`src/rtl/spi_link_pkg.sv`:
```
// constants and types shared by both ends of the host serial link
// What this block does
// [RULE1] reset, then detect interface before any transfer
// [RULE2] straps pick uart, spi or two-wire mode
// [RULE3] device is spi slave, up to 10 mbit/s
// [RULE4] master alone generates the serial clock
// [RULE5] every byte shifted most significant bit first
// [RULE6] master changes data on falling edge only; the code drives the first bit in the cycle select goes low
// [RULE7] device changes its output on falling edge
// [RULE8] first byte carries direction and register address
// [RULE9] read: address per byte, 00 ends, one-byte lag
// [RULE10] write: one address, many data, output don't-care
// [RULE11] address bit 7 set means read, clear write
// [RULE12] bits 6..1 address, bit 0 sent as 0
// [RULE13] uart mode: line enable clear releases two outputs
// [RULE14] select low frames transfer; high restarts decoding
// [RULE15] burst write data all go to one register
package spi_link_pkg;

  // -----------------------------------------------------------------
  // interface modes
  // -----------------------------------------------------------------
  typedef enum logic [1:0] {IF_UART, IF_SPI, IF_I2C} host_if_e;

  // -----------------------------------------------------------------
  // address byte layout
  // -----------------------------------------------------------------
  localparam int DIR_BIT = 7;
  localparam int ADDR_MSB = 6;
  localparam int ADDR_LSB = 1;
  localparam logic DIR_READ = 1'b1;
  localparam logic DIR_WRITE = 1'b0;
  localparam logic [7:0] END_BYTE = 8'h00;
  localparam int REG_COUNT = 64;

  // -----------------------------------------------------------------
  // line enable control register
  // -----------------------------------------------------------------
  localparam logic [5:0] TPE_ADDR = 6'h33;
  localparam int SLE_BIT = 7;
  localparam logic [7:0] TPE_RESET = 8'h80;
  localparam logic [7:0] REG_RESET = 8'h00;

  // -----------------------------------------------------------------
  // timing
  // -----------------------------------------------------------------
  localparam int CLK_PERIOD_NS = 100;
  // strap sampling waits for the two synchroniser stages plus one
  localparam logic [1:0] DETECT_CYCLES = 2'h3;
  // host clock half period, 4 cycles of 100 ns gives an 800 ns clock
  localparam int SCK_HALF_NS = 400;
  localparam logic [2:0] SCK_HALF_CYCLES = 3'(SCK_HALF_NS / CLK_PERIOD_NS);
  localparam logic [2:0] GAP_CYCLES = 3'h4;

endpackage

```
`src/rtl/spi_link_if.sv`:
```
// wires of the four-line serial link between host and device
`timescale 1ns/100ps
interface spi_link_if;
  logic sck;
  logic nss_n;
  logic mosi;
  logic miso;
  logic miso_oe;

  modport device
  (
    input sck,
    input nss_n,
    input mosi,
    output miso,
    output miso_oe
  );

  modport host
  (
    output sck,
    output nss_n,
    output mosi,
    input miso,
    input miso_oe
  );
endinterface // spi_link_if

```
`src/rtl/host_if_detect_spi_dev.sv`:
```
// device end: strap detection, spi slave and register file
`timescale 1ns/100ps
module host_if_detect_spi_dev
  import spi_link_pkg::*;
(
  input wire logic clk,
  input wire logic sys_rst,
  spi_link_if.device link,
  input wire logic i2c_sel_strap,
  input wire logic spi_sel_strap,
  input wire logic data_request_src,
  input wire logic aux_mux_src,
  output host_if_e detected_if,
  output logic detect_done,
  output logic twowire_address_extend,
  output logic reg_wr_pulse,
  output logic [5:0] reg_wr_addr,
  output logic [7:0] reg_wr_data,
  output logic serial_line_enable,
  output logic uart_data_request,
  output logic uart_data_request_oe,
  output logic uart_aux_mux_out,
  output logic uart_aux_mux_out_oe
);

  // -----------------------------------------------------------------
  // state
  // -----------------------------------------------------------------
  typedef struct packed {
    logic [REG_COUNT-1:0][7:0] regs;
    host_if_e mode;
    logic done;
    logic [1:0] det_cnt;
    logic addr_ext;
    logic i2c_s1;
    logic i2c_s2;
    logic spi_s1;
    logic spi_s2;
    logic sck_s1;
    logic sck_s2;
    logic sck_p;
    logic nss_s1;
    logic nss_s2;
    logic mosi_s1;
    logic mosi_s2;
    logic [2:0] bit_cnt;
    logic first_byte;
    logic is_read;
    logic [5:0] addr;
    logic [6:0] rx;
    logic [7:0] tx;
    logic miso;
    logic miso_oe;
    logic wr_pulse;
    logic [5:0] wr_addr;
    logic [7:0] wr_data;
    logic dreq;
    logic dreq_oe;
    logic mux;
    logic mux_oe;
  } dev_s;

  dev_s q;
  dev_s d;

  function automatic logic [5:0] addr_of(input logic [7:0] b);
    return b[ADDR_MSB:ADDR_LSB];
  endfunction

  // -----------------------------------------------------------------
  // next state
  // -----------------------------------------------------------------
  always_comb
  begin
    logic rise;
    logic fall;
    logic active;
    logic [7:0] byte_in;
    logic uart_on;
    rise = 1'b0;
    fall = 1'b0;
    active = 1'b0;
    byte_in = 8'h00;
    uart_on = 1'b0;
    d = q;
    d.wr_pulse = 1'b0;

    // pins from the far side pass two flops before any use
    d.sck_s1 = link.sck;
    d.sck_s2 = q.sck_s1;
    d.nss_s1 = link.nss_n;
    d.nss_s2 = q.nss_s1;
    d.mosi_s1 = link.mosi;
    d.mosi_s2 = q.mosi_s1;
    d.i2c_s1 = i2c_sel_strap;
    d.i2c_s2 = q.i2c_s1;
    d.spi_s1 = spi_sel_strap;
    d.spi_s2 = q.spi_s1;
    d.sck_p = q.sck_s2;

    // the clock is only ever observed, never driven here
    rise = q.sck_s2 & ~q.sck_p; // [RULE4]
    fall = ~q.sck_s2 & q.sck_p;

    // straps are taken once the synchronisers have settled
    if (!q.done)
    begin
      d.det_cnt = q.det_cnt + 2'h1;
      if (q.det_cnt == DETECT_CYCLES - 2'h1)
      begin
        d.done = 1'b1; // [RULE1]
        if (q.i2c_s2)
        begin
          d.mode = IF_I2C; // [RULE2]
          d.addr_ext = q.spi_s2; // [RULE2]
        end
        else if (q.spi_s2)
        begin
          d.mode = IF_SPI; // [RULE2]
        end
        else
        begin
          d.mode = IF_UART; // [RULE2]
        end
      end
    end

    // no transfer is served before the mode is known
    active = q.done & (q.mode == IF_SPI) & ~q.nss_s2; // [RULE1]

    if (!active)
    begin
      // select high clears all framing state
      d.bit_cnt = 3'h0; // [RULE14]
      d.first_byte = 1'b1; // [RULE14]
      d.is_read = 1'b0;
      d.tx = 8'h00;
      d.miso = 1'b0;
      d.miso_oe = 1'b0;
    end
    else
    begin
      // slave only: the data-out line is ours while selected
      d.miso_oe = 1'b1; // [RULE3]
      if (rise)
      begin
        // sample on the rising edge, msb arrives first
        d.rx = {q.rx[5:0], q.mosi_s2}; // [RULE5] [RULE6]
        d.bit_cnt = q.bit_cnt + 3'h1;
        if (q.bit_cnt == 3'h7)
        begin
          byte_in = {q.rx, q.mosi_s2};
          d.first_byte = 1'b0;
          if (q.first_byte)
          begin
            // the opening byte alone fixes direction, and the address of a write
            d.is_read = (byte_in[DIR_BIT] == DIR_READ); // [RULE8] [RULE11]
            d.addr = addr_of(byte_in); // [RULE8] [RULE12]
            if (byte_in[DIR_BIT] == DIR_READ)
            begin
              d.tx = q.regs[addr_of(byte_in)]; // [RULE9]
            end
            else
            begin
              d.tx = 8'h00; // [RULE10]
            end
          end
          else if (q.is_read)
          begin
            // each further byte names the next register to return;
            // the closing 00 just loads a value nobody reads
            d.addr = addr_of(byte_in); // [RULE9]
            d.tx = q.regs[addr_of(byte_in)]; // [RULE9]
          end
          else
          begin
            // burst data all land in the one register, no increment
            d.regs[q.addr] = byte_in; // [RULE15]
            d.wr_pulse = 1'b1;
            d.wr_addr = q.addr; // [RULE15]
            d.wr_data = byte_in;
          end
        end
      end
      else if (fall)
      begin
        // output changes on the falling edge, msb first
        d.miso = q.tx[7]; // [RULE7] [RULE5]
        d.tx = {q.tx[6:0], 1'b0}; // [RULE7]
      end
    end

    // uart side lines are released when the line enable is cleared
    uart_on = q.done & (q.mode == IF_UART);
    d.dreq = data_request_src;
    d.mux = aux_mux_src;
    d.dreq_oe = uart_on & q.regs[TPE_ADDR][SLE_BIT]; // [RULE13]
    d.mux_oe = uart_on & q.regs[TPE_ADDR][SLE_BIT]; // [RULE13]

    if (sys_rst)
    begin
      d = '0;
      for (int i = 0; i < REG_COUNT; i++)
      begin
        d.regs[i] = REG_RESET;
      end
      d.regs[TPE_ADDR] = TPE_RESET;
      d.mode = IF_UART;
      d.first_byte = 1'b1;
      d.nss_s1 = 1'b1;
      d.nss_s2 = 1'b1;
    end
  end

  // -----------------------------------------------------------------
  // register
  // -----------------------------------------------------------------
  always_ff @(posedge clk)
  begin
    q <= d;
  end

  // -----------------------------------------------------------------
  // outputs
  // -----------------------------------------------------------------
  assign link.miso = q.miso;
  assign link.miso_oe = q.miso_oe;
  assign detected_if = q.mode;
  assign detect_done = q.done;
  assign twowire_address_extend = q.addr_ext;
  assign reg_wr_pulse = q.wr_pulse;
  assign reg_wr_addr = q.wr_addr;
  assign reg_wr_data = q.wr_data;
  assign serial_line_enable = q.regs[TPE_ADDR][SLE_BIT];
  assign uart_data_request = q.dreq;
  assign uart_data_request_oe = q.dreq_oe;
  assign uart_aux_mux_out = q.mux;
  assign uart_aux_mux_out_oe = q.mux_oe;

endmodule // host_if_detect_spi_dev

```
`src/flat_wrapper.sv`:
```
// flat-port wrapper written by rule: the top's interface ports become plain ports
module host_if_detect_spi_dev_flat import spi_link_pkg::*;
  (clk, sys_rst, i2c_sel_strap, spi_sel_strap, data_request_src, aux_mux_src, detected_if, detect_done, twowire_address_extend, reg_wr_pulse, reg_wr_addr, reg_wr_data, serial_line_enable, uart_data_request, uart_data_request_oe, uart_aux_mux_out, uart_aux_mux_out_oe, link_sck, link_nss_n, link_mosi, link_miso, link_miso_oe);
  spi_link_if link_i ();
  input wire logic clk;
  input wire logic sys_rst;
  input wire logic i2c_sel_strap;
  input wire logic spi_sel_strap;
  input wire logic data_request_src;
  input wire logic aux_mux_src;
  output host_if_e detected_if;
  output logic detect_done;
  output logic twowire_address_extend;
  output logic reg_wr_pulse;
  output logic [5:0] reg_wr_addr;
  output logic [7:0] reg_wr_data;
  output logic serial_line_enable;
  output logic uart_data_request;
  output logic uart_data_request_oe;
  output logic uart_aux_mux_out;
  output logic uart_aux_mux_out_oe;
  input wire logic [$bits(link_i.sck)-1:0] link_sck;
  input wire logic [$bits(link_i.nss_n)-1:0] link_nss_n;
  input wire logic [$bits(link_i.mosi)-1:0] link_mosi;
  output wire logic [$bits(link_i.miso)-1:0] link_miso;
  output wire logic [$bits(link_i.miso_oe)-1:0] link_miso_oe;
  assign link_i.sck = link_sck;
  assign link_i.nss_n = link_nss_n;
  assign link_i.mosi = link_mosi;
  assign link_miso = link_i.miso;
  assign link_miso_oe = link_i.miso_oe;
  host_if_detect_spi_dev u_core (.clk(clk), .sys_rst(sys_rst), .link(link_i), .i2c_sel_strap(i2c_sel_strap), .spi_sel_strap(spi_sel_strap), .data_request_src(data_request_src), .aux_mux_src(aux_mux_src), .detected_if(detected_if), .detect_done(detect_done), .twowire_address_extend(twowire_address_extend), .reg_wr_pulse(reg_wr_pulse), .reg_wr_addr(reg_wr_addr), .reg_wr_data(reg_wr_data), .serial_line_enable(serial_line_enable), .uart_data_request(uart_data_request), .uart_data_request_oe(uart_data_request_oe), .uart_aux_mux_out(uart_aux_mux_out), .uart_aux_mux_out_oe(uart_aux_mux_out_oe));
endmodule
```
`config.mk`:
```
export PLATFORM = sky130hd
export DESIGN_NAME = host_if_detect_spi_dev_flat
export DESIGN_NICKNAME = d
export VERILOG_FILES = /design/src/rtl/spi_link_pkg.sv /design/src/rtl/spi_link_if.sv /design/src/rtl/host_if_detect_spi_dev.sv /design/src/flat_wrapper.sv
export SDC_FILE = /design/constraint.sdc
export NUM_CORES = 1
export LEC_CHECK = 0
export BUFFER_PORTS_ARGS = -buffer_cell sky130_fd_sc_hd__buf_2
export CAP_MARGIN = 5
export CORE_ASPECT_RATIO = 0.5
export CORE_MARGIN = 8
export CORE_UTILIZATION = 48
export DETAILED_ROUTE_END_ITERATION = 8
export GPL_ROUTABILITY_DRIVEN = 0
export PLACE_DENSITY_LB_ADDON = 0.2
export SETUP_SLACK_MARGIN = 0.1
export SLEW_MARGIN = 30
export SYNTH_ARGS = -nofsm -noshare
export SYNTH_HDL_FRONTEND = slang
export SYNTH_SLANG_ARGS = --single-unit
```
`constraint.sdc`:
```
create_clock -name clk -period 2.31 [get_ports clk]
set_clock_uncertainty 0.15 [all_clocks]
set_input_delay 0.462 -clock clk [delete_from_list [all_inputs] [get_ports clk]]
set_output_delay 0.462 -clock clk [all_outputs]
set_load 0.01 [all_outputs]
```
After elaboration in Yosys (flattened, before gate mapping)
Index checks and enable logic that the tools add are counted.
{"block": "word_totals", "ram_bits": 0, "out_inout_bits": 26, "wordCells": 154, "mem_bits_ro": 0, "register_bits": 575, "latchBits": 0, "memories": 0, "in_bits": 9}
{"block": "classes", "addsub": 2, "muxes": 21, "n_bitwise": 15, "n_div": 0, "magnitude_cmp": 3, "multipliers": 0, "n_eq_ne": 5, "n_shift": 0, "n_reduce_logical": 15}
{"op": "$bwmux W512", "count": 1}
{"op": "$mux W8", "count": 7}
{"op": "$bmux W8 S6", "count": 1}
{"op": "$demux W8 S6", "count": 1}
{"op": "$mux W15", "count": 1}
{"op": "$lt A6 B7 Y1 const B", "count": 2}
{"op": "$mux W6", "count": 2}
{"op": "$mux W9", "count": 1}
{"op": "$not A1 Y1", "count": 9}
{"op": "$reduce_and A3 Y1", "count": 3}
{"op": "$reduce_and A2 Y1", "count": 4}
{"op": "$and A1 B1 Y1", "count": 6}
{"op": "$ge A6 B1 Y1 const B", "count": 1}
{"op": "$mux W1", "count": 5}
{"op": "$reduce_and A5 Y1", "count": 1}
{"op": "$reduce_or A5 Y1", "count": 1}
{"op": "$mux W4", "count": 1}
{"op": "$reduce_and A4 Y1", "count": 1}
{"op": "$reduce_bool A2 Y1", "count": 2}
{"op": "$add A3 B1 Y3 const B", "count": 1}
{"op": "$eq A3 B3 Y1 const B", "count": 1}
{"op": "$ne A3 B1 Y1 const B", "count": 1}
{"op": "$add A2 B1 Y2 const B", "count": 1}
{"op": "$eq A2 B1 Y1 const B", "count": 1}
{"op": "other kinds (6)", "count": 6}

Logic depth before layout (Yosys ltp)
{"block": "logic_depth", "word_depth": 6, "mapped_depth": 10, "ltp_nobuf": 7}

Least setup slack after synthesis
No wires, ideal clock.
{"block": "synth_path", "kind": "flip-flop to flip-flop", "from": "reg u_core.q[44] (netlist bit)", "to": "reg u_core.q[112] (netlist bit)", "setup_time_ns": 0.132, "period_less_slack_ns": 2.288, "path_slack_ns": 0.022, "stages_incl_launch_ff": 8, "required_time_ns": 2.028, "t_arrival_ns": 2.005, "path_buffers": 0, "path_cell_list": "dfxtp_1 -> ha_1 -> ha_1 -> nand4bb_4 -> nor4_4 -> nand2_4 -> nand2_1 -> a21oi_1"}
{"block": "synth_via", "elab_chain_len": 2}
{"item": "from (decl)", "line": "host_if_detect_spi_dev.sv:63", "source": "dev_s q;"}
{"item": "from (signal assigned)", "line": "host_if_detect_spi_dev.sv:220", "source": "q <= d;"}
{"item": "$eq A3 B3 Y1", "line": "host_if_detect_spi_dev.sv:150", "source": "if (q.bit_cnt == 3'h7)"}
{"item": "$reduce_and A5 Y1 (no line)"}
Every way passes these cells.
A chain may end at the register's enable or synchronous reset.

Worst setup path after layout
{"block": "layout_path", "from": "reg u_core.q[29] (netlist bit)", "to": "reg u_core.q[25] (netlist bit)"}
{"block": "layout_via", "elab_chain_len": 6, "word_cells_on_any_way": 7, "classes_between": "7 x mux"}
{"item": "$bmux W8 S6 *", "line": "host_if_detect_spi_dev.sv:161, host_if_detect_spi_dev.sv:173"}
{"item": "$mux W8 (implied by the code) *", "line": "host_if_detect_spi_dev.sv:161, host_if_detect_spi_dev.sv:173"}
{"item": "$mux W8, on equally long branches", "line": "host_if_detect_spi_dev.sv:168, host_if_detect_spi_dev.sv:159"}
{"item": "$mux W8 *", "line": "host_if_detect_spi_dev.sv:154", "source": "if (q.first_byte)"}
{"item": "$mux W8 *", "line": "host_if_detect_spi_dev.sv:150"}
{"item": "$mux W8 *", "line": "host_if_detect_spi_dev.sv:145", "source": "if (rise)"}
Mark *: on every way between the ends. The rest lies on a longest branch, timed or not. The select of a mux whose other input is x is not followed.

==> impl_metrics.env <==
export IMPL_multi_input_area_um2=14670
export IMPL_drv_cap=0
export IMPL_postSynthCellCount=2980
export IMPL_hold_path_class="in2reg"
export IMPL_post_route_period_util=1.034
export IMPL_dp_hpwl_mm=52.72
export IMPL_outcome="finished with violations"
export IMPL_worstPathArrival_ns=2.71
export IMPL_syn_num_nets=2995
export IMPL_grt_pass1_wl_mm=126.4
export IMPL_syn_area_um2=25240
export IMPL_slowest_stage="mux4_2"
export IMPL_die_area_um2=60630
export IMPL_register_area_um2=11540
export IMPL_relSlewSlack=0.1387
export IMPL_p_per_area_nw_per_um2=591.5
export IMPL_dp_cells=3713
export IMPL_reg2reg_slack_ns=-0.08
export IMPL_cpPeakStageDelay_ns=0.52
export IMPL_hold_start="sys_rst"
export IMPL_power_w=0.01914
export IMPL_vias=22810
export IMPL_start_util=0.4857
export IMPL_vias_per_cell=5.905
export IMPL_dr_pass1_iters=6
export IMPL_ant_nets=0
export IMPL_worst_pin_slew_ns=1.292
export IMPL_path_delay_family="compound AO/OA/AOI/OAI gates"
export IMPL_placement_io_buffers=34
export IMPL_startpoint="u_core.q[29]"
export IMPL_routedWlPerCell_um=21.99
export IMPL_timing_fmax_mhz=418.8
export IMPL_crit_fanout=6
export IMPL_grtUsageTotal=0.2615
export IMPL_setup_worst_path_end_class="flip-flop"
export IMPL_initialDrtViolationCount=2577
export IMPL_row_count=59
export IMPL_diodes=0
export IMPL_setup_worst_path_class="reg2reg"
export IMPL_worstReg2RegStart="u_core.q[29]"
export IMPL_cp_cell_sequence="buf_12, buf_16, buf_8, buf_4, mux4_2, a22oi_2, nand3_1, a211oi_2, o21ai_1"
export IMPL_cts_tree="built"
export IMPL_fin_nets=3135
export IMPL_area_delta_synth_final_pct=28.17
export IMPL_fillers=4283
export IMPL_hold_viol=0
export IMPL_cts_max_level=2
export IMPL_whs_path_depth=3
export IMPL_netlist_cell_type_count=67
export IMPL_insertion_delay_ns=0.60
export IMPL_finalMaxSlewViolations=0
export IMPL_yosysSeqAreaShare=0.4560
export IMPL_clkSinkCount=575
export IMPL_routed_wirelength_mm=84.91
export IMPL_grt_pass1_vias=21200
export IMPL_async_flop_share=0
export IMPL_startpoint_type="flip-flop"
export IMPL_cts_buffers=51
export IMPL_stdcell_count=3862
export IMPL_setup_viol=12
export IMPL_antenna_found_initial=0
export IMPL_ioPinCount=35
export IMPL_place_ws_ns=-0.3038
export IMPL_critical_path_buf_inv_count=4
export IMPL_yosys_warnings=0
export IMPL_clk_pin_slew_worst_paths_ns=0.07
export IMPL_clock_path_buffers=3
export IMPL_fp_dieW_um=340.3
export IMPL_core_um2=51970
export IMPL_fp_dieH_um=178.2
export IMPL_layout_setup_ws_ns=-0.07770
export IMPL_ir_worst_vdd_uv=573.0
export IMPL_overflow=0
export IMPL_grt_setup_unrepaired="yes"
export IMPL_synth_edf_count=0
export IMPL_required_ns=2.64
export IMPL_p_leak_nw=10.46
export IMPL_drive_above_1_share=0.3344
export IMPL_tns_ns=-0.3845
export IMPL_avgSynthCellArea_um2=8.471
export IMPL_grt_max_degree=200
export IMPL_drc=0
export IMPL_finalCriticalPeriod_ns=2.388
export IMPL_violations="negative setup slack"
export IMPL_crit_cells=9
export IMPL_rr_worst_depth=9
export IMPL_clockRootBuffer="clkbuf_16"
export IMPL_ys_ff_latch=575
export IMPL_ys_flop_type="dfxtp_1"
-- path summary, 6_finish.rpt --
kind / endpoint
hold reg to reg: u_core.q[49]
setup / recovery: u_core.q[25]
setup reg to reg: u_core.q[25]
hold / removal: u_core.serial_line_enable
-- tightest hold or removal path: cells and delay by family --
family	cells	cell delay, ns
buffers and inverters	2	0.28
AND/OR/NAND/NOR	1	0.11
-- placed cells by master, fill, tap and decap left out, types with 50 or more instances in the layout --
cell	count
clkbuf_16	57
nand2_4	50
nand3_1	87
a21oi_2	155
buf_6	57
dfxtp_1	564
nand2_1	802
nand2_2	131
buf_4	184
mux4_2	123
a21oi_1	389
-- repair_timing --
action                     in CTS  in global routing
pin swaps                       9                296
cloned                          6                  4
setup endpoints to repair     510                440
resized for setup              85                579
setup buffers                  16                 23
hold buffers                    7                  0
hold endpoints to repair        7                  0
-- cell type report --
class | count | area share
timing repair buffer | 342 | 0.1097
multi-input combinational | 2140 | 0.4535
tap | 701 | 0.02711
clock buffer | 75 | 0.04571
inverter | 10 | 0.001160
clock inverter | 19 | 0.006149
sequential | 575 | 0.3567
-- metal layers --
| layer | up-vias | wire length, um | track usage |
|---|---|---|---|
| li1 | 10480 | - | - |
| met1 | 11220 | 35770 | 0.3554 |
| met2 | 945 | 38510 | 0.4099 |
| met3 | 167 | 8055 | 0.07011 |
| met4 | 0 | 2570 | 0.07444 |
| met5 | - | 0 | 0 |
-- sequential cells by signal, indices dropped and copies added, names as in the netlist, 2 cells and up --
name,flops
u_core.q,550
u_core.reg_wr_data,8
u_core.reg_wr_addr,6
u_core.detected_if,2
-- synthesized netlist by cell type, types with 6 or more instances --
cell type,count,area share
o22ai_1,11,0.0027
or2_2,7,0.0017
nand3_1,89,0.018
buf_4,32,0.0095
a22oi_1,17,0.0051
mux4_2,123,0.11
nor2_1,60,0.0089
ha_1,6,0.0030
clkbuf_1,162,0.024
nand4_2,8,0.0040
buf_6,10,0.0045
nand2b_1,21,0.0052
nor2b_1,20,0.0050
dfxtp_1,575,0.46
mux2i_1,35,0.014
buf_2,39,0.0077
buf_1,13,0.0019
nand2_4,16,0.0071
nand2_1,982,0.15
a21oi_1,544,0.11
nor2_2,23,0.0057
mux2_2,11,0.0049
a211oi_1,8,0.0024
o21ai_0,70,0.014
inv_1,8,0.0012
-- metrics by stage --
step / area, um2 / utilization / hold WS (ns)
after floorplan: 25270 / - / 0.2395
after global placement: 27580 / 0.5307 / 0.2583
after detailed placement: 27590 / 0.5308 / 0.2552
after CTS: 30030 / 0.5779 / 0.1261
after global routing: 32350 / 0.6226 / 0.1247
final: 32350 / 0.6226 / 0.1499
-- cell families after synthesis --
family | after synthesis | synth area share
and+or+nand+nor | 1274 | 0.2186
AOI/OAI and AO/OA | 688 | 0.1440
DFF | 575 | 0.4560
buffers and inverters | 266 | 0.04922
muxes | 169 | 0.1285
adders and majority gates | 6 | 0.002974
xor gates and xnor gates | 2 | 0.0006941
-- power breakdown --
| group | leakage [nW] | internal, W | switching, W |
|---|---|---|---|
| Combinational | 4.99 | 0.000112 | 0.000307 |
| Clock | 0.837 | 0.00489 | 0.00388 |
| Sequential | 4.64 | 0.00994 | 0.0000160 |
| Total | 10.5 | 0.0149 | 0.00420 |
Note: power is estimated with default switching activity, not from simulation.
